File: src/rtl/slt_pkg.sv
// Shared constants for the serial link transmit control and receive framer.
// Assumes one 100 MHz pclk domain; pins are synchronised in the top module.
package slt_pkg;

  // ----------------------------------------------------------------------
  // Register map (byte addresses on APB)
  // ----------------------------------------------------------------------
  localparam logic [7:0] ADDR_CTRL = 8'h00;
  localparam logic [7:0] ADDR_STAT = 8'h04;
  localparam logic [7:0] ADDR_RXCH = 8'h08;
  localparam logic [7:0] ADDR_TXCH = 8'h0C;

  // Control register fields
  localparam int CTRL_SPEED   = 0;
  localparam int CTRL_RANGE   = 1;
  localparam int CTRL_CWIDTH  = 2;
  localparam int CTRL_FIFOBYN = 3;
  localparam int CTRL_ENCBYN  = 4;
  localparam int CTRL_LOOP    = 5;
  localparam int CTRL_LINESEL = 6;
  localparam int CTRL_FRAMEN  = 7;
  localparam logic [7:0] CTRL_RESET = 8'h1C;

  // Status register fields
  localparam int STAT_FAULT = 0;
  localparam int STAT_TRACK = 1;
  localparam int STAT_HALT  = 2;
  localparam int STAT_MULT  = 8;

  // ----------------------------------------------------------------------
  // Bit-clock multiplier in half-bits per reference period
  // ----------------------------------------------------------------------
  localparam logic [7:0] HU_25X    = 8'h05;
  localparam logic [7:0] HU_5X     = 8'h0A;
  localparam logic [7:0] HU_10X    = 8'h14;
  localparam logic [7:0] HU_3X     = 8'h06;
  localparam logic [7:0] HU_6X     = 8'h0C;
  localparam logic [7:0] HU_12X    = 8'h18;
  localparam logic [7:0] HU_PERBIT = 8'h02;

  // Character lengths in bits
  localparam logic [3:0] LEN_10 = 4'hA;
  localparam logic [3:0] LEN_12 = 4'hC;

  typedef enum logic [1:0] {
    TX_BYPASS,
    TX_FIFO,
    TX_HALTED
  } slt_tx_state_t;

endpackage

File: src/rtl/slt_char_div.sv
// Free-running character divider: counts bit ticks modulo the char length.
// Assumes bit_tick is a one-cycle strobe on pclk.
module slt_char_div (
  // Clock and reset
  input  wire logic       pclk,
  input  wire logic       presetn,
  input  wire logic       ce,
  // Bit timing
  input  wire logic       bit_tick,
  input  wire logic [3:0] len,
  // Character timing
  output logic      [3:0] cnt,
  output logic            char_tick
);

  typedef struct packed {
    logic [3:0] cnt;
  } slt_div_st_t;

  slt_div_st_t st_ff;
  slt_div_st_t nxt_st;
  logic        at_last;

  // Wraps also when len shrinks below the current count
  assign at_last   = (st_ff.cnt >= (len - 4'h1));
  assign char_tick = bit_tick & at_last;
  assign cnt       = st_ff.cnt;

  always_comb begin
    nxt_st = st_ff;
    if (bit_tick) begin
      nxt_st.cnt = at_last ? 4'h0 : st_ff.cnt + 4'h1;
    end
  end

  always_ff @(posedge pclk or negedge presetn) begin
    if (!presetn) begin
      st_ff <= '0;
    end else if (ce) begin
      st_ff <= nxt_st;
    end
  end
endmodule

File: src/rtl/slt_framer.sv
// Receive framer: hunts the sync character at every bit offset and picks
// characters out at the fixed divider boundary, shifted by a stored offset.
// Assumes bits arrive LSB first, one per bit_tick.
module slt_framer (
  // Clock and reset
  input  wire logic        pclk,
  input  wire logic        presetn,
  input  wire logic        ce,
  // Bit stream
  input  wire logic        bit_tick,
  input  wire logic        bit_in,
  // Framing control
  input  wire logic        enable,
  input  wire logic [3:0]  len,
  input  wire logic [3:0]  cnt,
  input  wire logic        char_tick,
  input  wire logic [11:0] sync_pat,
  // Framed characters
  output logic      [11:0] char_out,
  output logic             char_valid
);

  typedef struct packed {
    logic [23:0] hist;
    logic [3:0]  off;
    logic [11:0] ch;
    logic        vld;
  } slt_frm_st_t;

  slt_frm_st_t st_ff;
  slt_frm_st_t nxt_st;
  logic [23:0] hist_n;
  logic [11:0] mask;
  logic [11:0] newest;
  logic        match;

  assign hist_n   = {bit_in, st_ff.hist[23:1]};
  assign mask     = (len == slt_pkg::LEN_12) ? 12'hFFF : 12'h3FF;
  assign newest   = 12'(hist_n >> (5'd24 - {1'b0, len})) & mask;
  assign match    = (newest == (sync_pat & mask));
  assign char_out = st_ff.ch;
  assign char_valid = st_ff.vld;

  always_comb begin
    nxt_st     = st_ff;
    nxt_st.vld = 1'b0;
    if (bit_tick) begin
      nxt_st.hist = hist_n;
      if (enable && match) begin
        nxt_st.off = len - 4'h1 - cnt;
      end
      if (char_tick) begin
        nxt_st.ch  = 12'(hist_n >> (5'd24 - {1'b0, len} - {1'b0, nxt_st.off}))
                     & mask;
        nxt_st.vld = 1'b1;
      end
    end
  end

  always_ff @(posedge pclk or negedge presetn) begin
    if (!presetn) begin
      st_ff <= '0;
    end else if (ce) begin
      st_ff <= nxt_st;
    end
  end
endmodule

File: src/rtl/slt_top.sv
// Serial link control: bit/char clock multiplier, transmit control machine,
// shifter, receive line select, signal detect, divider and framer, with an
// APB register slave. Assumes an external encoder answering combinationally
// and a first-word-fall-through transmit FIFO gated by the same ce.
//
// Our own choices: the register addresses and the APB slave port.

// Function
// - Bit clock is reference times 2.5, 5, 10, or 3, 6, 12 coded twelve-bit
// - A character-rate clock from the same multiplier steps the transmit machine
// - Speed picks 50-100 or 100-200 MBaud; range picks reference band
// - Speed low with FIFO bypassed forces range select to low
// - FIFO bypassed: machine runs on reference, input goes straight to pipeline (here the machine still steps on the multiplier char tick)
// - Halt counts only with FIFO enabled and is ignored with FIFO bypassed
// - Halt stops at next FIFO character; no reads until released
// - Line select picks one of two inputs; loopback picks own serializer
// - Signal valid only with amplitude, density, carrier and frequency good
// - Link fault changes only on the receive character clock
// - Recovery follows reference while received frequency is out of range
// - Free-running receive divider gives bit rate over ten or twelve
// - With FIFO bypassed a divider clock drives the receive clock out
// - Enabled framer finds sync at any offset and fixes boundaries
// - Framer enable high may realign on sync; low keeps boundaries
// - Realignment moves character position, never the character clock phase
// - Characters go out LSB first; framer assumes the same
// - Encoder bypass low passes ten or twelve bit characters unchanged
module slt_top #(
  parameter logic [9:0]  SYNC_10B = 10'h0F8,
  parameter logic [11:0] SYNC_12B = 12'h0FC
) (
  // APB slave
  input  wire logic        pclk,
  input  wire logic        presetn,
  input  wire logic        ce,
  input  wire logic        psel,
  input  wire logic        penable,
  input  wire logic        pwrite,
  input  wire logic [7:0]  paddr,
  input  wire logic [31:0] pwdata,
  output logic      [31:0] prdata,
  output logic             pready,
  output logic             pslverr,
  // Asynchronous pins
  input  wire logic        reference_clock,
  input  wire logic        serial_in_primary,
  input  wire logic        serial_in_secondary,
  input  wire logic        tx_halt_a,
  input  wire logic        sig_amplitude_ok,
  input  wire logic        sig_density_ok,
  input  wire logic        sig_carrier_ok,
  input  wire logic        sig_freq_ok,
  // Host transmit side
  input  wire logic [11:0] tx_parallel_data,
  input  wire logic        tx_parallel_cmd,
  input  wire logic        tx_write_enable,
  input  wire logic        tx_full_flag,
  input  wire logic [11:0] tx_fifo_data,
  input  wire logic        tx_fifo_cmd,
  input  wire logic        tx_fifo_empty,
  output logic             tx_fifo_read,
  // Encoder
  output logic      [11:0] enc_char,
  output logic             enc_is_cmd,
  input  wire logic [11:0] enc_code_in,
  // Line and receive side
  output logic             serial_out,
  output logic             rx_char_clock,
  output logic      [11:0] rx_char_out,
  output logic             rx_char_valid,
  output logic             link_fault,
  output logic             cdr_track_ref
);

  // ----------------------------------------------------------------------
  // State
  // ----------------------------------------------------------------------
  typedef struct packed {
    logic [7:0]            sy1;
    logic [7:0]            sy2;
    logic                  ref_d;
    logic [7:0]            ctrl;
    logic [7:0]            budget;
    logic                  bit_tick;
    slt_pkg::slt_tx_state_t txs;
    logic [11:0]           sh;
    logic                  ser;
    logic [11:0]           enc_ch;
    logic                  enc_cmd;
    logic                  rd;
    logic                  lf;
    logic                  trk;
    logic                  rxck;
    logic [31:0]           prdata;
    logic                  pready;
    logic                  pslverr;
  } slt_top_st_t;

  slt_top_st_t st_ff;
  slt_top_st_t nxt_st;

  logic [7:0]  pins;
  logic        ref_rise;
  logic        halt_s;
  logic        eff_range;
  logic        coded12;
  logic        fifo_on;
  logic        enc_on;
  logic        accept;
  logic [7:0]  mult_hu;
  logic [7:0]  bud_sum;
  logic [3:0]  len;
  logic [11:0] len_mask;
  logic [11:0] sync_now;
  logic [11:0] tx_pick;
  logic        tx_pick_cmd;
  logic        tx_char_tick;
  logic        rx_char_tick;
  logic [3:0]  tx_cnt;
  logic [3:0]  rx_cnt;
  logic        rx_bit;
  logic [11:0] rx_ch;
  logic        rx_vld;
  logic        sig_good;
  logic [2:0]  rd_sel;
  slt_pkg::slt_tx_state_t txs_nxt;

  // Pin order in the synchroniser: ref, pri, sec, halt, amp, dens, carr, freq
  assign pins = {reference_clock, serial_in_primary, serial_in_secondary,
                 tx_halt_a, sig_amplitude_ok, sig_density_ok,
                 sig_carrier_ok, sig_freq_ok};

  // ----------------------------------------------------------------------
  // Register decode
  // ----------------------------------------------------------------------
  function automatic logic [2:0] reg_sel(input logic [7:0] a);
    if (a == slt_pkg::ADDR_CTRL) begin
      reg_sel = 3'h1;
    end else if (a == slt_pkg::ADDR_STAT) begin
      reg_sel = 3'h2;
    end else if (a == slt_pkg::ADDR_RXCH) begin
      reg_sel = 3'h3;
    end else if (a == slt_pkg::ADDR_TXCH) begin
      reg_sel = 3'h4;
    end else begin
      reg_sel = 3'h0;
    end
  endfunction

  // ----------------------------------------------------------------------
  // Mode decode
  // ----------------------------------------------------------------------
  assign fifo_on  = st_ff.ctrl[slt_pkg::CTRL_FIFOBYN];
  assign enc_on   = st_ff.ctrl[slt_pkg::CTRL_ENCBYN];
  assign len      = st_ff.ctrl[slt_pkg::CTRL_CWIDTH] ? slt_pkg::LEN_10
                                                     : slt_pkg::LEN_12;
  assign len_mask = (len == slt_pkg::LEN_12) ? 12'hFFF : 12'h3FF;
  assign sync_now = st_ff.ctrl[slt_pkg::CTRL_CWIDTH] ? {2'h0, SYNC_10B}
                                                     : SYNC_12B;
  assign eff_range = st_ff.ctrl[slt_pkg::CTRL_RANGE]
                   & (st_ff.ctrl[slt_pkg::CTRL_SPEED] | fifo_on);
  assign coded12 = !st_ff.ctrl[slt_pkg::CTRL_CWIDTH] && !enc_on;

  always_comb begin
    if (st_ff.ctrl[slt_pkg::CTRL_SPEED] && !eff_range) begin
      mult_hu = coded12 ? slt_pkg::HU_12X : slt_pkg::HU_10X;
    end else if (!st_ff.ctrl[slt_pkg::CTRL_SPEED] && eff_range) begin
      mult_hu = coded12 ? slt_pkg::HU_3X : slt_pkg::HU_25X;
    end else begin
      mult_hu = coded12 ? slt_pkg::HU_6X : slt_pkg::HU_5X;
    end
  end

  // Only the second synchroniser stage is ever read
  assign ref_rise = st_ff.sy2[7] & ~st_ff.ref_d;
  assign halt_s   = st_ff.sy2[4] & fifo_on;
  assign bud_sum  = st_ff.budget + (ref_rise ? mult_hu : 8'h00);
  assign accept   = tx_write_enable & ~tx_full_flag;

  assign rx_bit = st_ff.ctrl[slt_pkg::CTRL_LOOP]    ? st_ff.ser :
                  st_ff.ctrl[slt_pkg::CTRL_LINESEL] ? st_ff.sy2[5]
                                                    : st_ff.sy2[6];
  assign sig_good = &st_ff.sy2[3:0];

  // ----------------------------------------------------------------------
  // Dividers and framer
  // ----------------------------------------------------------------------
  // char clock from the multiplier
  slt_char_div u_tx_div (
    .pclk      (pclk),
    .presetn   (presetn),
    .ce        (ce),
    .bit_tick  (st_ff.bit_tick),
    .len       (len),
    .cnt       (tx_cnt),
    .char_tick (tx_char_tick)
  );

  slt_char_div u_rx_div (
    .pclk      (pclk),
    .presetn   (presetn),
    .ce        (ce),
    .bit_tick  (st_ff.bit_tick),
    .len       (len),
    .cnt       (rx_cnt),
    .char_tick (rx_char_tick)
  );

  slt_framer u_framer (
    .pclk       (pclk),
    .presetn    (presetn),
    .ce         (ce),
    .bit_tick   (st_ff.bit_tick),
    .bit_in     (rx_bit),
    .enable     (st_ff.ctrl[slt_pkg::CTRL_FRAMEN]),
    .len        (len),
    .cnt        (rx_cnt),
    .char_tick  (rx_char_tick),
    .sync_pat   (sync_now),
    .char_out   (rx_ch),
    .char_valid (rx_vld)
  );

  // ----------------------------------------------------------------------
  // Transmit choice for the coming character slot
  // ----------------------------------------------------------------------
  always_comb begin
    tx_pick     = sync_now;
    tx_pick_cmd = 1'b1;
    txs_nxt     = !fifo_on ? slt_pkg::TX_BYPASS :
                  halt_s   ? slt_pkg::TX_HALTED : slt_pkg::TX_FIFO;
    case (txs_nxt)
      slt_pkg::TX_BYPASS: begin
        if (accept) begin
          tx_pick     = tx_parallel_data & len_mask;
          tx_pick_cmd = tx_parallel_cmd;
        end
      end
      slt_pkg::TX_HALTED: begin
        tx_pick_cmd = 1'b1;
      end
      default: begin
        if (!tx_fifo_empty) begin
          tx_pick     = tx_fifo_data & len_mask;
          tx_pick_cmd = tx_fifo_cmd;
        end
      end
    endcase
  end

  // ----------------------------------------------------------------------
  // Next state
  // ----------------------------------------------------------------------
  always_comb begin
    nxt_st.sy1 = pins;
    nxt_st.sy2 = st_ff.sy1;
    nxt_st.ref_d = st_ff.sy2[7];
    nxt_st.ctrl = st_ff.ctrl;
    nxt_st.txs = txs_nxt;
    nxt_st.bit_tick = (bud_sum >= slt_pkg::HU_PERBIT);
    nxt_st.budget = nxt_st.bit_tick ? bud_sum - slt_pkg::HU_PERBIT : bud_sum;
    nxt_st.sh = st_ff.sh;
    nxt_st.ser = st_ff.ser;
    nxt_st.enc_ch = st_ff.enc_ch;
    nxt_st.enc_cmd = st_ff.enc_cmd;
    nxt_st.rd = 1'b0;
    nxt_st.lf = st_ff.lf;
    nxt_st.trk = ~st_ff.sy2[0];
    nxt_st.rxck = !fifo_on && (rx_cnt < (len >> 1));
    if (st_ff.bit_tick) begin
      nxt_st.ser = st_ff.sh[0];
      nxt_st.sh = st_ff.sh >> 1;
    end
    if (tx_char_tick) begin
      nxt_st.enc_ch = tx_pick;
      nxt_st.enc_cmd = tx_pick_cmd;
      nxt_st.rd = (nxt_st.txs == slt_pkg::TX_FIFO) && !tx_fifo_empty;
      // encoder code, or raw character or sync, into shifter
      nxt_st.sh = enc_on ? (enc_code_in & len_mask) : tx_pick;
    end
    // fault moves only on rx char clock
    if (rx_char_tick) begin
      nxt_st.lf = ~sig_good;
    end
    // APB: no wait state, read data latched at the setup edge, write at the access edge
    rd_sel = reg_sel(paddr);
    nxt_st.pready = psel && !penable && !st_ff.pready;
    nxt_st.pslverr = nxt_st.pready && (rd_sel == 3'h0);
    nxt_st.prdata = st_ff.prdata;
    if (nxt_st.pready) begin
      if (pwrite || rd_sel == 3'h0) begin
        nxt_st.prdata = 32'h0000_0000;
      end else if (rd_sel == 3'h1) begin
        nxt_st.prdata = {24'h00_0000, st_ff.ctrl};
      end else if (rd_sel == 3'h2) begin
        nxt_st.prdata = {19'h0_0000, mult_hu[4:0], 5'h00,
                         st_ff.txs == slt_pkg::TX_HALTED, st_ff.trk,
                         st_ff.lf};
      end else if (rd_sel == 3'h3) begin
        nxt_st.prdata = {20'h0_0000, rx_ch};
      end else begin
        nxt_st.prdata = {20'h0_0000, st_ff.enc_ch};
      end
    end
    if (psel && penable && st_ff.pready && pwrite && rd_sel == 3'h1) begin
      nxt_st.ctrl = pwdata[7:0];
    end
  end

  always_ff @(posedge pclk or negedge presetn) begin
    if (!presetn) begin
      st_ff <= '0;
      st_ff.ctrl <= slt_pkg::CTRL_RESET;
    end else if (ce) begin
      st_ff <= nxt_st;
    end
  end

  assign prdata        = st_ff.prdata;
  assign pready        = st_ff.pready;
  assign pslverr       = st_ff.pslverr;
  assign tx_fifo_read  = st_ff.rd;
  assign enc_char      = st_ff.enc_ch;
  assign enc_is_cmd    = st_ff.enc_cmd;
  assign serial_out    = st_ff.ser;
  assign rx_char_clock = st_ff.rxck;
  assign rx_char_out   = rx_ch;
  assign rx_char_valid = rx_vld;
  assign link_fault    = st_ff.lf;
  assign cdr_track_ref = st_ff.trk;
endmodule

File: config.mk
export PLATFORM = sky130hd
export DESIGN_NAME = slt_top
export DESIGN_NICKNAME = d
export VERILOG_FILES = /design/src/rtl/slt_pkg.sv /design/src/rtl/slt_char_div.sv /design/src/rtl/slt_framer.sv /design/src/rtl/slt_top.sv
export SDC_FILE = /design/constraint.sdc
export NUM_CORES = 1
export LEC_CHECK = 0
export BUFFER_PORTS_ARGS = -buffer_cell sky130_fd_sc_hd__buf_2
export CAP_MARGIN = 20
export CORE_UTILIZATION = 45
export DETAILED_ROUTE_END_ITERATION = 8
export GPL_TIMING_DRIVEN = 0
export HOLD_SLACK_MARGIN = 0.03
export PLACE_DENSITY = 0.67
export SYNTH_ARGS = -nofsm -noshare
export SYNTH_HDL_FRONTEND = slang
export SYNTH_SLANG_ARGS = --single-unit
File: constraint.sdc
create_clock -name pclk -period 12.6 [get_ports pclk]
set_input_delay 1.89 -clock pclk [delete_from_list [all_inputs] [get_ports pclk]]
set_output_delay 1.89 -clock pclk [all_outputs]
set_load 0.005 [all_outputs]
# After elaboration in Yosys (flattened, before gate mapping)
# Index checks and enable logic that the tools add are counted.
[totals]
register_bits = 149
latchBits = 0
ramBits = 0
mem_bits_ro = 0
inputBits = 95
output_inout_bits = 65
word_cells = 138
n_memories = 0
[classes]
addsub = 8
mul = 0
div = 0
magnitude_cmp = 4
eq_ne = 11
shift = 2
muxes = 38
bitwise_logic = 17
reduce_logical = 34
[ops]
columns = ["op", "count"]
rows = [
  ["12-bit two-way mux", 6],
  ["12-bit AND", 5],
  ["13-bit two-way mux", 4],
  ["24-bit by 5-bit right shift with 12-bit output", 2],
  ["4-bit two-way mux", 6],
  ["8-bit two-way mux", 3],
  ["12-bit one-hot mux with 2 select lines", 1],
  ["3-bit two-way mux", 7],
  ["8-bit by 4-bit equality test with 1-bit output (second input constant)", 2],
  ["1-bit logical AND", 13],
  ["8-bit by 12-bit AND with 12-bit output", 1],
  ["12-bit equality test", 1],
  ["2-bit AND reduction", 6],
  ["4-bit by 1-bit adder with 4-bit output (second input constant)", 2],
  ["8-bit adder", 1],
  ["8-bit by 3-bit equality test with 1-bit output (second input constant)", 1],
  ["4-bit >= comparator", 2],
  ["8-bit by 2-bit >= comparator with 1-bit output (second input constant)", 1],
  ["1-bit logical NOT", 8],
  ["8-bit logical NOT", 1],
  ["8-bit by 2-bit subtractor with 8-bit output (second input constant)", 1],
  ["1-bit two-way mux", 7],
  ["1-bit AND", 6],
  ["3-bit by 2-bit equality test with 1-bit output (second input constant)", 2],
  ["19 further kinds", 25],
]

# Depth between registers and ports, before layout
# Gate-level depths: netlist of run 1.
[logic_depth]
ltp_word = 11
depth_mapped = 18
depth_no_buf = 15

# Cells and area by module
# Synthesis of run 1 repeated with hierarchy kept, for this count alone.
[hier_totals]
cells_unflattened = 1049
hier_area_um2 = 9894.5
[modules_own_cells]
columns = ["module", "n_inst", "cells_each", "area_each_um2", "seq_area_each_um2"]
rows = [
  ["slt_top", 1, 491, 4763.3, 2030.7],
  ["slt_framer", 1, 486, 4460.5, 1001.0],
  ["slt_char_div", 2, 36, 335.3, 100.1],
]

# Worst setup path after synthesis of run 1
# Ideal clock, no wire load.
[synth_path]
path_type = "register to register"
startpoint = "register st_ff[77] (netlist name)"
endpoint = "register u_framer.st_ff (netlist bit u_framer.char_out[11])"
setup_time_ns = 0.121
t_arrival_ns = 3.808
setup_slack_ns = 8.671
path_stages_with_launch = 15
path_buffers = 3
period_less_slack_ns = 3.929
cell_sequence = "dfstp_2 > and4b_4 > a22oi_4 > o31ai_4 > nand2_1 > buf_2 > fa_1 > clkbuf_1 > clkbuf_1 > nor2_1 > a311oi_1 > o22ai_1 > mux2_2 > mux2_4 > a22o_1"
[synth_via]
elab_chain_len = 11
[synth_rtl]
columns = ["item", "line", "text"]
rows = [
  ["from (decl)", "slt_top.sv:98", "slt_top_st_t st_ff;"],
  ["from (signal assigned)", "slt_top.sv:314", "st_ff <= nxt_st;"],
  ["3-bit two-way mux", "slt_top.sv:154", "assign len = st_ff.ctrl[slt_pkg::CTRL_CWIDTH] ? slt_pkg::LEN_10"],
  ["5-bit by 4-bit subtractor with 5-bit output / 4-bit equality test (equally long branches)", "slt_framer.sv:39, slt_framer.sv:53, slt_framer.sv:38", ""],
  ["24-bit by 5-bit right shift with 12-bit output / 12-bit two-way mux (equally long branches)", "slt_framer.sv:39, slt_framer.sv:38", ""],
  ["12-bit AND / 8-bit by 12-bit AND with 12-bit output (equally long branches)", "slt_framer.sv:39, slt_framer.sv:40", ""],
  ["12-bit equality test", "slt_framer.sv:40", "assign match = (newest == (sync_pat & mask));"],
  ["1-bit logical AND", "slt_framer.sv:49", "if (enable && match) begin"],
  ["4-bit two-way mux", "slt_framer.sv:49", ""],
  ["4-bit two-way mux", "slt_framer.sv:47", "if (bit_tick) begin"],
  ["5-bit by 4-bit subtractor with 5-bit output", "slt_framer.sv:53", "nxt_st.ch = 12'(hist_n >> (5'd24 - {1'b0, len} - {1'b0, nxt_st.off}))"],
  ["24-bit by 5-bit right shift with 12-bit output", "slt_framer.sv:53", ""],
  ["12-bit AND", "slt_framer.sv:54", "& mask;"],
  ["to (signal assigned)", "slt_framer.sv:64", "st_ff <= nxt_st;"],
  ["to (decl)", "slt_framer.sv:30", "slt_frm_st_t st_ff;"],
]
# Several ways; a longest one is shown, not always the timed one. The select of a mux whose other input is x is not followed.
# A chain may end at the register's enable or synchronous reset.

# Worst setup path after layout of run 1
[layout_path]
startpoint = "register st_ff[77] (netlist name)"
endpoint = "register u_framer.st_ff (netlist bit u_framer.char_out[2])"
# Same word-level chain as after synthesis.

==> run_results.csv, run 1 <==
group,metric,value,unit
power_and_ir_drop,peakVddDrop,106,uV
logic_synthesis,syn-cell-area,8100,um^2
cells_and_area,final_area,9670,um^2
timing,rsz0062_at_grt,"false",
global_route,grt_pass1_vias,6424,
worst_setup_path,crit_top_cell,"clkbuf_1",
logic_synthesis,synth_edf_count,0,
clock_tree,max-clock-path-buffers,2,
placed_design,portBuffers,116,
floorplanning,die_x,136,um
clock_tree,clock_sinks,129,
worst_setup_path,crit_cells,14,
worst_setup_path,crit_type,"reg2reg",
drt,drc,0,
worst_setup_path,crit_start,"st_ff[77]",
power_and_ir_drop,leakage,4.64,nW
flow_run,cap_viol_max_count,0,
worst_setup_path,path_delay_family,"buffers and inverters",
floorplanning,core_area,17400,um^2
floorplanning,die-height,136,um
global_route,grt_use_total,0.250,
clock_tree,ctsResizeCount,0,
drt,first_iter_violations,572,
clock_tree,cts-root-buf,"clkbuf_16",
drt,drt_wl_total,22400,um
drt,viasPerCell,5.51,
worst_setup_path,start_kind,"flop",
logic_synthesis,syn-instance-count,877,
timing,setup_viol,0,
drt,vias,7004,
global_route,grt_start_max_net_pins,83,
logic_synthesis,yosysUniqueCellTypes,81,
placed_design,postPlaceCellArea,9060,um^2
worst_setup_path,crit_path_end,"u_framer.char_out[2]",
floorplanning,num_rows,48,
worst_setup_path,r2r_slack,7910,ps
clock_tree,postCtsHoldBufs,0,
timing,layout_min_cycle_time,4690,ps
timing,final.setup.tns,0,ps
clock_tree,numCtsBuffers,17,
logic_synthesis,ys.flop_type,"dfrtp_1",
logic_synthesis,synthArstFlopShare,1.00,
floorplanning,die_area,18500,um^2
timing,hold_violations,0,
clock_tree,cts.clk_slew.worst_paths,60,ps
cells_and_area,diodes,0,
logic_synthesis,synth_area_per_cell,9.23,um^2
global_route,antenna_found_initial,0,
timing,fin_skew,7.27,ps
floorplanning,initial_core_util,0.465,
timing,tightestPinTransition,775,ps
worst_setup_path,worst-path-buf-inv,5,
worst_setup_path,required,12950,ps
cells_and_area,final_cell_mix,"145 x nand2_1, 126 x dfrtp_1, 123 x buf_2",
drt,drtAntennaViolNets,0,
cells_and_area,final_common_cell,"nand2_1",
cells_and_area,fin_nets,1144,
floorplanning,top_level_ports,160,
logic_synthesis,yosysSeqAreaShare,0.399,
status,outcome,"finished clean",
worst_setup_path,cp-end-kind,"flop",
cells_and_area,drive_gt1_frac,0.274,
placed_design,dp_hpwl,16900,um
timing,fmax,213,MHz
clock_tree,post_cts_buffers,0,
timing,period_share,0.372,
power_and_ir_drop,power-per-cell-area,163,nW/um^2
min_path,hp-class,"reg2reg",
timing,maxSlewHeadroom,0.482,
cells_and_area,fillerInstances,1601,
clock_tree,cts_tree,"yes",
clock_tree,htree_levels,4,
worst_setup_path,crit_arrival,5040,ps
worst_setup_path,rr_worst_depth,14,
global_route,globalRouteOverflowTotal,0,
global_route,grt_pass1_wl,35300,um
clock_tree,clock_latency,430,ps
worst_setup_path,timing.rr.start,"st_ff[77]",
worst_setup_path,cpMaxStageDelayCell,"dfstp_2",
logic_synthesis,synth-seq-cells,129,
worst_setup_path,worst_path_largest_cell_delay,670,ps
logic_synthesis,yosysWarnings,0,
worst_setup_path,cp_max_fo,10,
worst_setup_path,crit_chain,"clkbuf_1 > inv_1 > ha_1 > nor2_1 > a21oi_1 > fa_1 > clkbuf_1 > clkbuf_1 > clkbuf_1 > a211oi_1 > a221oi_1 > mux2i_1 > o22a_1 > a21oi_1",
worst_setup_path,rr_endpoint,"u_framer.char_out[2]",
drt,dr.pass1.iters,5,
drt,wl_per_cell,17.6,um
cells_and_area,syn2layout_area_growth,19.4,%
placed_design,routabilityCongestion,0.898,
timing,drv_slew,0,
[power breakdown]
group	internal (mW)	switching (mW)	leakage, nW
Combinational	0.224	0.238	2.71
Sequential	0.507	0.0980	1.65
Clock	0.321	0.186	0.284
[state kept, by name (all words and copies together), names as in the netlist, 4 cells and up]
signal / count
st_ff: 37
u_framer.hist_n: 23
prdata: 13
enc_char: 12
u_framer.char_out: 12
nxt_st: 9
u_framer.st_ff: 4
u_rx_div.cnt: 4
u_tx_div.cnt: 4
[tightest hold or removal path, delay by kind of cell (launching register included)]
family	cells	cell delay, ps
DFF	1	330
AOI/OAI and AO/OA	1	50
and+or+nand+nor	1	50
[cells in the mapped netlist (14+ instances only)]
master | n | area, um^2
nand2_1 | 145 | 544
dfrtp_1 | 126 | 3150
nor2_1 | 66 | 248
buf_4 | 57 | 428
o21ai_0 | 52 | 260
a21oi_1 | 51 | 255
clkbuf_1 | 42 | 158
mux2_2 | 36 | 405
mux2i_1 | 22 | 220
nand3_1 | 19 | 95.1
inv_1 | 16 | 60.1
ha_1 | 15 | 188
mux4_2 | 14 | 315
[metal layers]
metal | share of wire | global-route usage
met5 | 0 | 0
met2 | 0.47 | 0.392
met3 | 0.051 | 0.0444
met1 | 0.46 | 0.346
met4 | 0.021 | 0.0870
[through the flow]
stage | util | total power [mW] | instances | setup slack (ps) | hold slack, ps
finish | 0.555 | 1.57 | 1270 | 7910 | 473
detailed placement | 0.520 | 1.07 | 1237 | 7940 | 465
floorplan | - | 0.900 | 895 | 8670 | 438
global placement | 0.518 | 1.06 | 1236 | 7880 | 458
global route | 0.555 | 1.66 | 1270 | 7570 | 504
CTS | 0.555 | 1.58 | 1269 | 7890 | 478
[layout make-up]
class	count	area (um^2)	share of cell area
buffer	113	671	0.0694
timing repair buffer	118	622	0.0643
inverter	18	67.6	0.00699
multi-input combinational	635	4190	0.434
clock inverter	9	131	0.0136
clock buffer	23	468	0.0484
sequential	129	3230	0.334
tap	225	282	0.0291
[cells by family (layout without fill, tap and decap cells)]
| group | after synthesis | after routing | synth area share |
|---|---|---|---|
| xor+xnor | 8 | 8 | 0.00866 |
| fa+ha+maj | 17 | 17 | 0.0281 |
| buf+inv | 131 | 281 | 0.0912 |
| simple gates | 300 | 300 | 0.173 |
| flops | 129 | 129 | 0.399 |
| other cells | 1 | 19 | 0.000463 |
| mux | 75 | 75 | 0.121 |
| compound gates | 216 | 216 | 0.178 |
[worst min-delay path by stage]
stage,start,to,slack [ps],cells past startpoint
after floorplan,st_ff[84],cdr_track_ref,440,1
after global placement,rx_char_clock,rx_char_clock,460,2
after detailed placement,rx_char_clock,rx_char_clock,470,2
after CTS,rx_char_clock,rx_char_clock,480,2
after global routing,st_ff[55],st_ff[55],500,2
final,rx_char_clock,rx_char_clock,470,2
Power figures use the tool's default switching activity.
==> run 2: changes to the inputs <==
--- a/config.mk
+++ b/config.mk
@@ -11,7 +11,7 @@
 export DETAILED_ROUTE_END_ITERATION = 8
 export GPL_TIMING_DRIVEN = 0
 export HOLD_SLACK_MARGIN = 0.03
-export PLACE_DENSITY = 0.67
+export PLACE_DENSITY = 0.7
 export SYNTH_ARGS = -nofsm -noshare
 export SYNTH_HDL_FRONTEND = slang
 export SYNTH_SLANG_ARGS = --single-unit
==> constraint.sdc (replaced) <==
create_clock -name pclk -period 4.04 [get_ports pclk]
set_input_delay 0.606 -clock pclk [delete_from_list [all_inputs] [get_ports pclk]]
set_output_delay 0.606 -clock pclk [all_outputs]
set_load 0.005 [all_outputs]
==> run 2 against run 1 <==
  * Non-clock buffer count grew 5
  * Core utilization grew 0.83 points
  * Global-route usage grew 0.26 points
  * Clock power grew to 3.2 times the previous value
  * Die area is the same
  * Largest power group unchanged
==> run_results.csv, run 2 (synthesized netlist as in run 1, its figures left out) <==
group,metric,value,unit
global_route,globalRouteOverflowTotal,0,
timing,fmax,257,MHz
cells_and_area,top_register,"st_ff",
drt,dr.pass1.iters,5,
min_path,hp-class,"in2async",
drt,viasPerCell,5.57,
floorplanning,num_rows,48,
power_and_ir_drop,power-per-cell-area,507,nW/um^2
clock_tree,cts-root-buf,"clkbuf_16",
timing,maxSlewHeadroom,0.522,
floorplanning,initial_core_util,0.465,
cells_and_area,syn2layout_area_growth,21.2,%
power_and_ir_drop,peakVddDrop,319,uV
power_and_ir_drop,leakage,4.72,nW
drt,drt_wl_total,22700,um
clock_tree,cts.clk_slew.worst_paths,60,ps
timing,fin_skew,9.99,ps
cells_and_area,final_cell_mix,"144 x nand2_1, 126 x dfrtp_1, 121 x buf_2",
cells_and_area,largest_register_ffs,37,
worst_setup_path,path_delay_family,"simple AND/OR/NAND/NOR gates",
clock_tree,clock_sinks,129,
global_route,grt_use_total,0.252,
worst_setup_path,crit_type,"reg2reg",
clock_tree,htree_levels,4,
cells_and_area,fin_nets,1149,
placed_design,routabilityCongestion,0.895,
placed_design,dp_hpwl,17100,um
cells_and_area,drive_gt1_frac,0.293,
cells_and_area,post-route-util,0.563,
worst_setup_path,worst-path-buf-inv,3,
worst_setup_path,crit_chain,"mux2i_1 > o21a_1 > nand4_1 > nand2_2 > buf_4 > fa_2 > buf_8 > clkbuf_2 > nand3_1 > o311ai_1 > o22a_1 > or3b_2 > o211ai_2",
drt,wl_per_cell,17.8,um
timing,tightestPinTransition,715,ps
worst_setup_path,crit_arrival,4250,ps
worst_setup_path,cpMaxStageDelayCell,"fa_2",
cells_and_area,final_common_cell,"nand2_1",
worst_setup_path,cp_max_fo,10,
floorplanning,die-height,136,um
worst_setup_path,cp-end-kind,"flop",
worst_setup_path,required,4390,ps
floorplanning,top_level_ports,160,
global_route,grt_pass1_wl,35600,um
clock_tree,cts_tree,"yes",
timing,timing.hold.ws,101,ps
status,outcome,"finished clean",
placed_design,postPlaceCellArea,9060,um^2
flow_run,cap_viol_max_count,0,
timing,setup_viol,0,
worst_setup_path,start_kind,"flop",
global_route,grt_pass1_vias,6490,
floorplanning,core_area,17400,um^2
worst_setup_path,worst_path_largest_cell_delay,540,ps
clock_tree,numCtsBuffers,17,
timing,period_share,0.965,
timing,layout_min_cycle_time,3900,ps
global_route,grt_start_max_net_pins,85,
cells_and_area,final_area,9810,um^2
floorplanning,die_area,18500,um^2
drt,vias,7106,
timing,drv_slew,0,
drt,first_iter_violations,546,
cells_and_area,diodes,0,
placed_design,portBuffers,116,
drt,drc,0,
clock_tree,clock_latency,430,ps
drt,drtAntennaViolNets,0,
timing,hold_violations,0,
global_route,antenna_found_initial,0,
clock_tree,max-clock-path-buffers,2,
floorplanning,die_x,136,um
## run 2: changes by cell type in the layout (fill, tap and decap cells not counted), moves of 2 or more
cell      delta
buf_2        -2
buf_4        +8
clkbuf_1     -9
buf_6        +2
clkinv_4     +3
clkinv_1     -2
## run 2: final timing paths
kind / start / endpoint / slack (ps) / depth (start not counted)
max in group asynchronous: presetn / fifo_on / 3150 / 2
setup / recovery: st_ff[81] / u_framer.char_out[1] / 140 / 13
min in group pclk: reference_clock / nxt_st[91] / 410 / 2
hold / removal: presetn / cdr_track_ref / 100 / 1
hold reg to reg: rx_char_clock / rx_char_clock / 480 / 2
setup reg to reg: st_ff[81] / u_framer.char_out[1] / 140 / 13
## run 2: area by class of cell
class,instances,area (um^2)
Multi-Input combinational cell,635,4240
Buffer,111,696
Fill cell,1566,7610
Tap cell,225,282
Inverter,18,72.6
Clock buffer,21,460
Clock inverter,11,154
Sequential cell,129,3230
Timing Repair Buffer,125,674
## run 2: power by group
group	total [mW]	internal (mW)	switching (mW)	leakage, nW
Combinational	1.48	0.709	0.771	2.77
Sequential	1.89	1.58	0.306	1.65
Clock	1.60	1.01	0.596	0.294
## run 2: what timing repair did
| item | 4_1_cts | 5_1_grt |
|---|---|---|
| resized for setup | 13 | 17 |
| gates cloned | 0 | 0 |
| pin swaps | 0 | 6 |
| hold buffers | 0 | 0 |
| setup endpoints to repair | 20 | 17 |
| buffers inserted | 1 | 6 |
## run 2: routing by layer
layer  track usage  wire length (um)
met2         0.390             10600
met4        0.0957               514
met5             0                 0
met3        0.0406              1290
met1         0.355             10300
## run 2: through the flow
| step | power [mW] | setup TNS [ps] | setup slack [ps] | instances |
|---|---|---|---|---|
| floorplan | 2.81 | 0 | 111 | 895 |
| global placement | 3.30 | -8200 | -694 | 1236 |
| detailed placement | 3.34 | -8330 | -705 | 1237 |
| CTS | 4.94 | 0 | 8.46 | 1269 |
| global route | 5.23 | -209 | -50.8 | 1275 |
| finish | 4.97 | 0 | 142 | 1275 |
## run 2: worst reg2reg max path, delay by kind of cell (launching register included)
family          cells  cell delay [ps]
simple gates        4             1010
compound gates      4              940
buf+inv             3              610
fa+ha+maj           1              540
flops               1              430
mux                 1              300
==> run 3: changes to the inputs <==
--- a/config.mk
+++ b/config.mk
@@ -11,7 +11,8 @@
 export DETAILED_ROUTE_END_ITERATION = 8
 export GPL_TIMING_DRIVEN = 0
 export HOLD_SLACK_MARGIN = 0.03
-export PLACE_DENSITY = 0.7
+export PLACE_DENSITY = 0.68
 export SYNTH_ARGS = -nofsm -noshare
 export SYNTH_HDL_FRONTEND = slang
+export SYNTH_HIERARCHICAL = 1
 export SYNTH_SLANG_ARGS = --single-unit
==> run 3 against run 2 <==
  * The run now ends with setup timing left
  * Clock-buffer cell count down 2
  * Sequential share of layout area down 7.1 points
  * Register-to-register slack worse by 1600 ps
  * Critical path depth up 10
  * First-iteration DRC count up 13%
  * Cell area up 27%
  * Sequential power up 14%
  * Setup slack worse by 1600 ps
  * Non-clock buffer count up 42
  * Total power up 28%
  * Final cell count up 23%
  * Critical endpoint is now u_framer/char_out[6]
  * Largest cell class unchanged
==> run_results.csv, run 3 <==
group,metric,value,unit
power_and_ir_drop,internal_power,3.84,mW
floorplanning,initial_core_util,0.465,
clock_tree,clock_latency,420,ps
cells_and_area,top_register,"st_ff",
clock_tree,numCtsBuffers,17,
logic_synthesis,syn-cell-area,9890,um^2
cells_and_area,drive_gt1_frac,0.346,
worst_setup_path,path_delay_family,"multiplexers",
worst_setup_path,cp_max_fo,6,
clock_tree,postCtsHoldBufs,0,
worst_setup_path,crit_path_end,"u_framer/char_out[6]",
timing,tightestPinTransition,838,ps
power_and_ir_drop,power-per-cell-area,507,nW/um^2
global_route,globalRouteOverflowTotal,0,
worst_setup_path,worst_path_largest_cell_delay,680,ps
timing,drv_slew,0,
timing,fmax,182,MHz
power_and_ir_drop,clkPwrFrac,0.217,
timing,layout_min_cycle_time,5500,ps
clock_tree,clock_sinks,129,
clock_tree,htree_levels,4,
power_and_ir_drop,p_sw,2.51,mW
logic_synthesis,yosysSeqAreaShare,0.327,
cells_and_area,syn2layout_area_growth,26.4,%
logic_synthesis,synth_commonest_cells,"126 x dfrtp_1, 102 x nand2_1, 74 x mux2_2",
global_route,grt_pass1_wl,45200,um
power_and_ir_drop,combPwrFrac,0.443,
placed_design,routabilityCongestion,0.937,
power_and_ir_drop,peakVddDrop,493,uV
floorplanning,die-height,150,um
cells_and_area,largest_register_ffs,37,
timing,setup_viol,12,
worst_setup_path,cp-end-kind,"flop",
cells_and_area,fin_nets,1410,
worst_setup_path,rr_worst_depth,23,
timing,period_share,1.36,
floorplanning,die_x,150,um
global_route,grt_start_max_net_pins,67,
clock_tree,cts-root-buf,"clkbuf_16",
drt,drc,0,
logic_synthesis,synthArstFlopShare,1.00,
flow_run,cap_viol_max_count,0,
power_and_ir_drop,seq_power_share,0.340,
drt,viasPerCell,5.74,
cells_and_area,diodes,0,
placed_design,postPlaceCellArea,11200,um^2
placed_design,portBuffers,114,
worst_setup_path,crit_start,"st_ff[77]",
worst_setup_path,required,4340,ps
logic_synthesis,syn-instance-count,1049,
drt,drt_wl_total,29100,um
timing,rsz0062_at_grt,"true",
timing,timing.final.ws_setup,-1460,ps
worst_setup_path,crit_cells,23,
timing,fin_skew,8.77,ps
status,failed_checks,"setup timing",
worst_setup_path,crit_chain,"buf_6 > clkinvlp_4 > buf_8 > buf_12 > xor2_4 > mux4_2 > o211ai_1 > a2bb2oi_2 > nand4_1 > nor4b_2 > nand4_2 > buf_6 > mux2_4 > fa_2 > buf_8 > clkbuf_16 > mux2i_4 > mux2i_1 > buf_4 > nor2_1 > a21oi_1 > a22o_1 > a22o_1",
logic_synthesis,synthTopCellsByArea,"dfrtp_1 32%, mux2_2 8.4%, mux2i_1 6.0%, mux4_2 5.2%, buf_4 4.5%",
worst_setup_path,r2r_slack,-1460,ps
logic_synthesis,ys.flop_type,"dfrtp_1",
floorplanning,core_area,21300,um^2
floorplanning,die_area,22600,um^2
power_and_ir_drop,swShare,0.395,
cells_and_area,multiInputGateArea,6410,um^2
global_route,antenna_found_initial,0,
timing,maxSlewHeadroom,0.437,
drt,first_iter_violations,616,
logic_synthesis,yosysWarnings,6,
placed_design,dp_hpwl,21100,um
floorplanning,num_rows,53,
worst_setup_path,rr_endpoint,"u_framer/char_out[6]",
logic_synthesis,synth_top_area_share,0.319,
clock_tree,max-clock-path-buffers,2,
logic_synthesis,synth_edf_count,0,
cells_and_area,seq_area,3240,um^2
global_route,grt_use_total,0.261,
logic_synthesis,yosysMostFrequentCell,"dfrtp_1",
min_path,hp-class,"in2async",
clock_tree,cts_tree,"yes",
global_route,grt_pass1_vias,8331,
cells_and_area,final_area,12500,um^2
logic_synthesis,synth_top_area_cell,"dfrtp_1",
logic_synthesis,yosysUniqueCellTypes,86,
worst_setup_path,timing.rr.start,"st_ff[77]",
drt,dr.pass1.iters,5,
worst_setup_path,cpMaxStageDelayCell,"dfstp_4",
power_and_ir_drop,leakage,5.70,nW
timing,timing.hold.ws,177,ps
cells_and_area,fillerInstances,1818,
floorplanning,top_level_ports,160,
drt,drtAntennaViolNets,0,
status,outcome,"finished with violations",
drt,vias,9004,
worst_setup_path,crit_type,"reg2reg",
worst_setup_path,worst-path-buf-inv,8,
cells_and_area,final_cell_mix,"126 x dfrtp_1, 115 x buf_2, 100 x nand2_1",
worst_setup_path,start_kind,"flop",
drt,wl_per_cell,18.6,um
logic_synthesis,synth-seq-cells,129,
worst_setup_path,crit_arrival,5800,ps
timing,hold_violations,0,
clock_tree,cts.clk_slew.worst_paths,60,ps
logic_synthesis,synth_area_per_cell,9.43,um^2
cells_and_area,final_common_cell,"dfrtp_1",
-- run 3: changes by cell type in the layout (fill, tap and decap cells not counted), sizes merged, moves of 8 or more --
cell	change
buf	+37
mux2i	+37
nor2	-19
nand2	-43
nor3b	+13
mux4	+9
inv	+31
o21ai	+11
o22ai	+13
ha	+14
a31oi	+15
a21oi	-8
conb	+37
mux2	+36
-- run 3: routing by layer --
layer  track usage  vias to the layer above  part of all wire
li1              -                     4244                 -
met1         0.349                     4291              0.43
met2         0.425                      405              0.48
met3        0.0479                       64             0.060
met4        0.0869                        0             0.026
met5             0                        -                 0
-- run 3: layout make-up --
cell class,count,share of cell area
multi-input cells,809,0.513
flip-flops and latches,129,0.259
repair buffers,163,0.0813
plain buffers,115,0.0622
clock buffers,19,0.0354
well taps,275,0.0275
inverters,48,0.0149
clock inverters,12,0.00690
-- run 3: logic make-up after synthesis --
logic type | count (synthesis) | share of synthesized area
AO/OA/AOI/OAI | 264 | 0.179
AND/OR/NAND/NOR | 279 | 0.146
XOR/XNOR | 21 | 0.0205
buffers and inverters | 165 | 0.0870
flip-flops | 129 | 0.327
multiplexers | 157 | 0.197
other | 2 | 0.000759
adder cells (fa/ha/maj) | 32 | 0.0427
-- run 3: repair_timing --
item                                    in CTS  in global routing
pin swaps                                    6                 22
gates resized for setup                     36                 73
endpoints found under the setup margin      16                 17
gates cloned                                 2                  0
setup buffers                               28                 18
-- run 3: per-stage QoR --
step | util | std cells | total power [mW] | worst slack [ps] | TNS, ps
3_3_place_gp | 0.523 | 1492 | 4.55 | -2260 | -26840
6_report | 0.587 | 1570 | 6.34 | -1460 | -16300
3_5_place_dp | 0.525 | 1493 | 4.61 | -2280 | -27080
5_1_grt | 0.587 | 1570 | 6.74 | -1660 | -18510
2_1_floorplan | - | 1103 | 3.81 | -1070 | -11580
4_1_cts | 0.568 | 1554 | 6.13 | -1460 | -16710
-- run 3: worst min path at each step --
stage,from,to,slack [ps],cells past startpoint
2_1_floorplan,presetn,cdr_track_ref,310,0
3_3_place_gp,enc_is_cmd,enc_is_cmd,460,2
3_5_place_dp,prdata[7],prdata[7],480,2
4_1_cts,presetn,prdata[12],190,1
5_1_grt,presetn,prdata[12],210,1
6_report,presetn,prdata[10],180,1
-- run 3: power by group through the flow --
stage	registers, mW	clock network [mW]	logic [mW]
2_1_floorplan	1.94	0	1.87
3_3_place_gp	2.12	0	2.43
3_5_place_dp	2.13	0	2.48
4_1_cts	2.13	1.40	2.60
5_1_grt	2.21	1.47	3.06
6_report	2.16	1.38	2.81
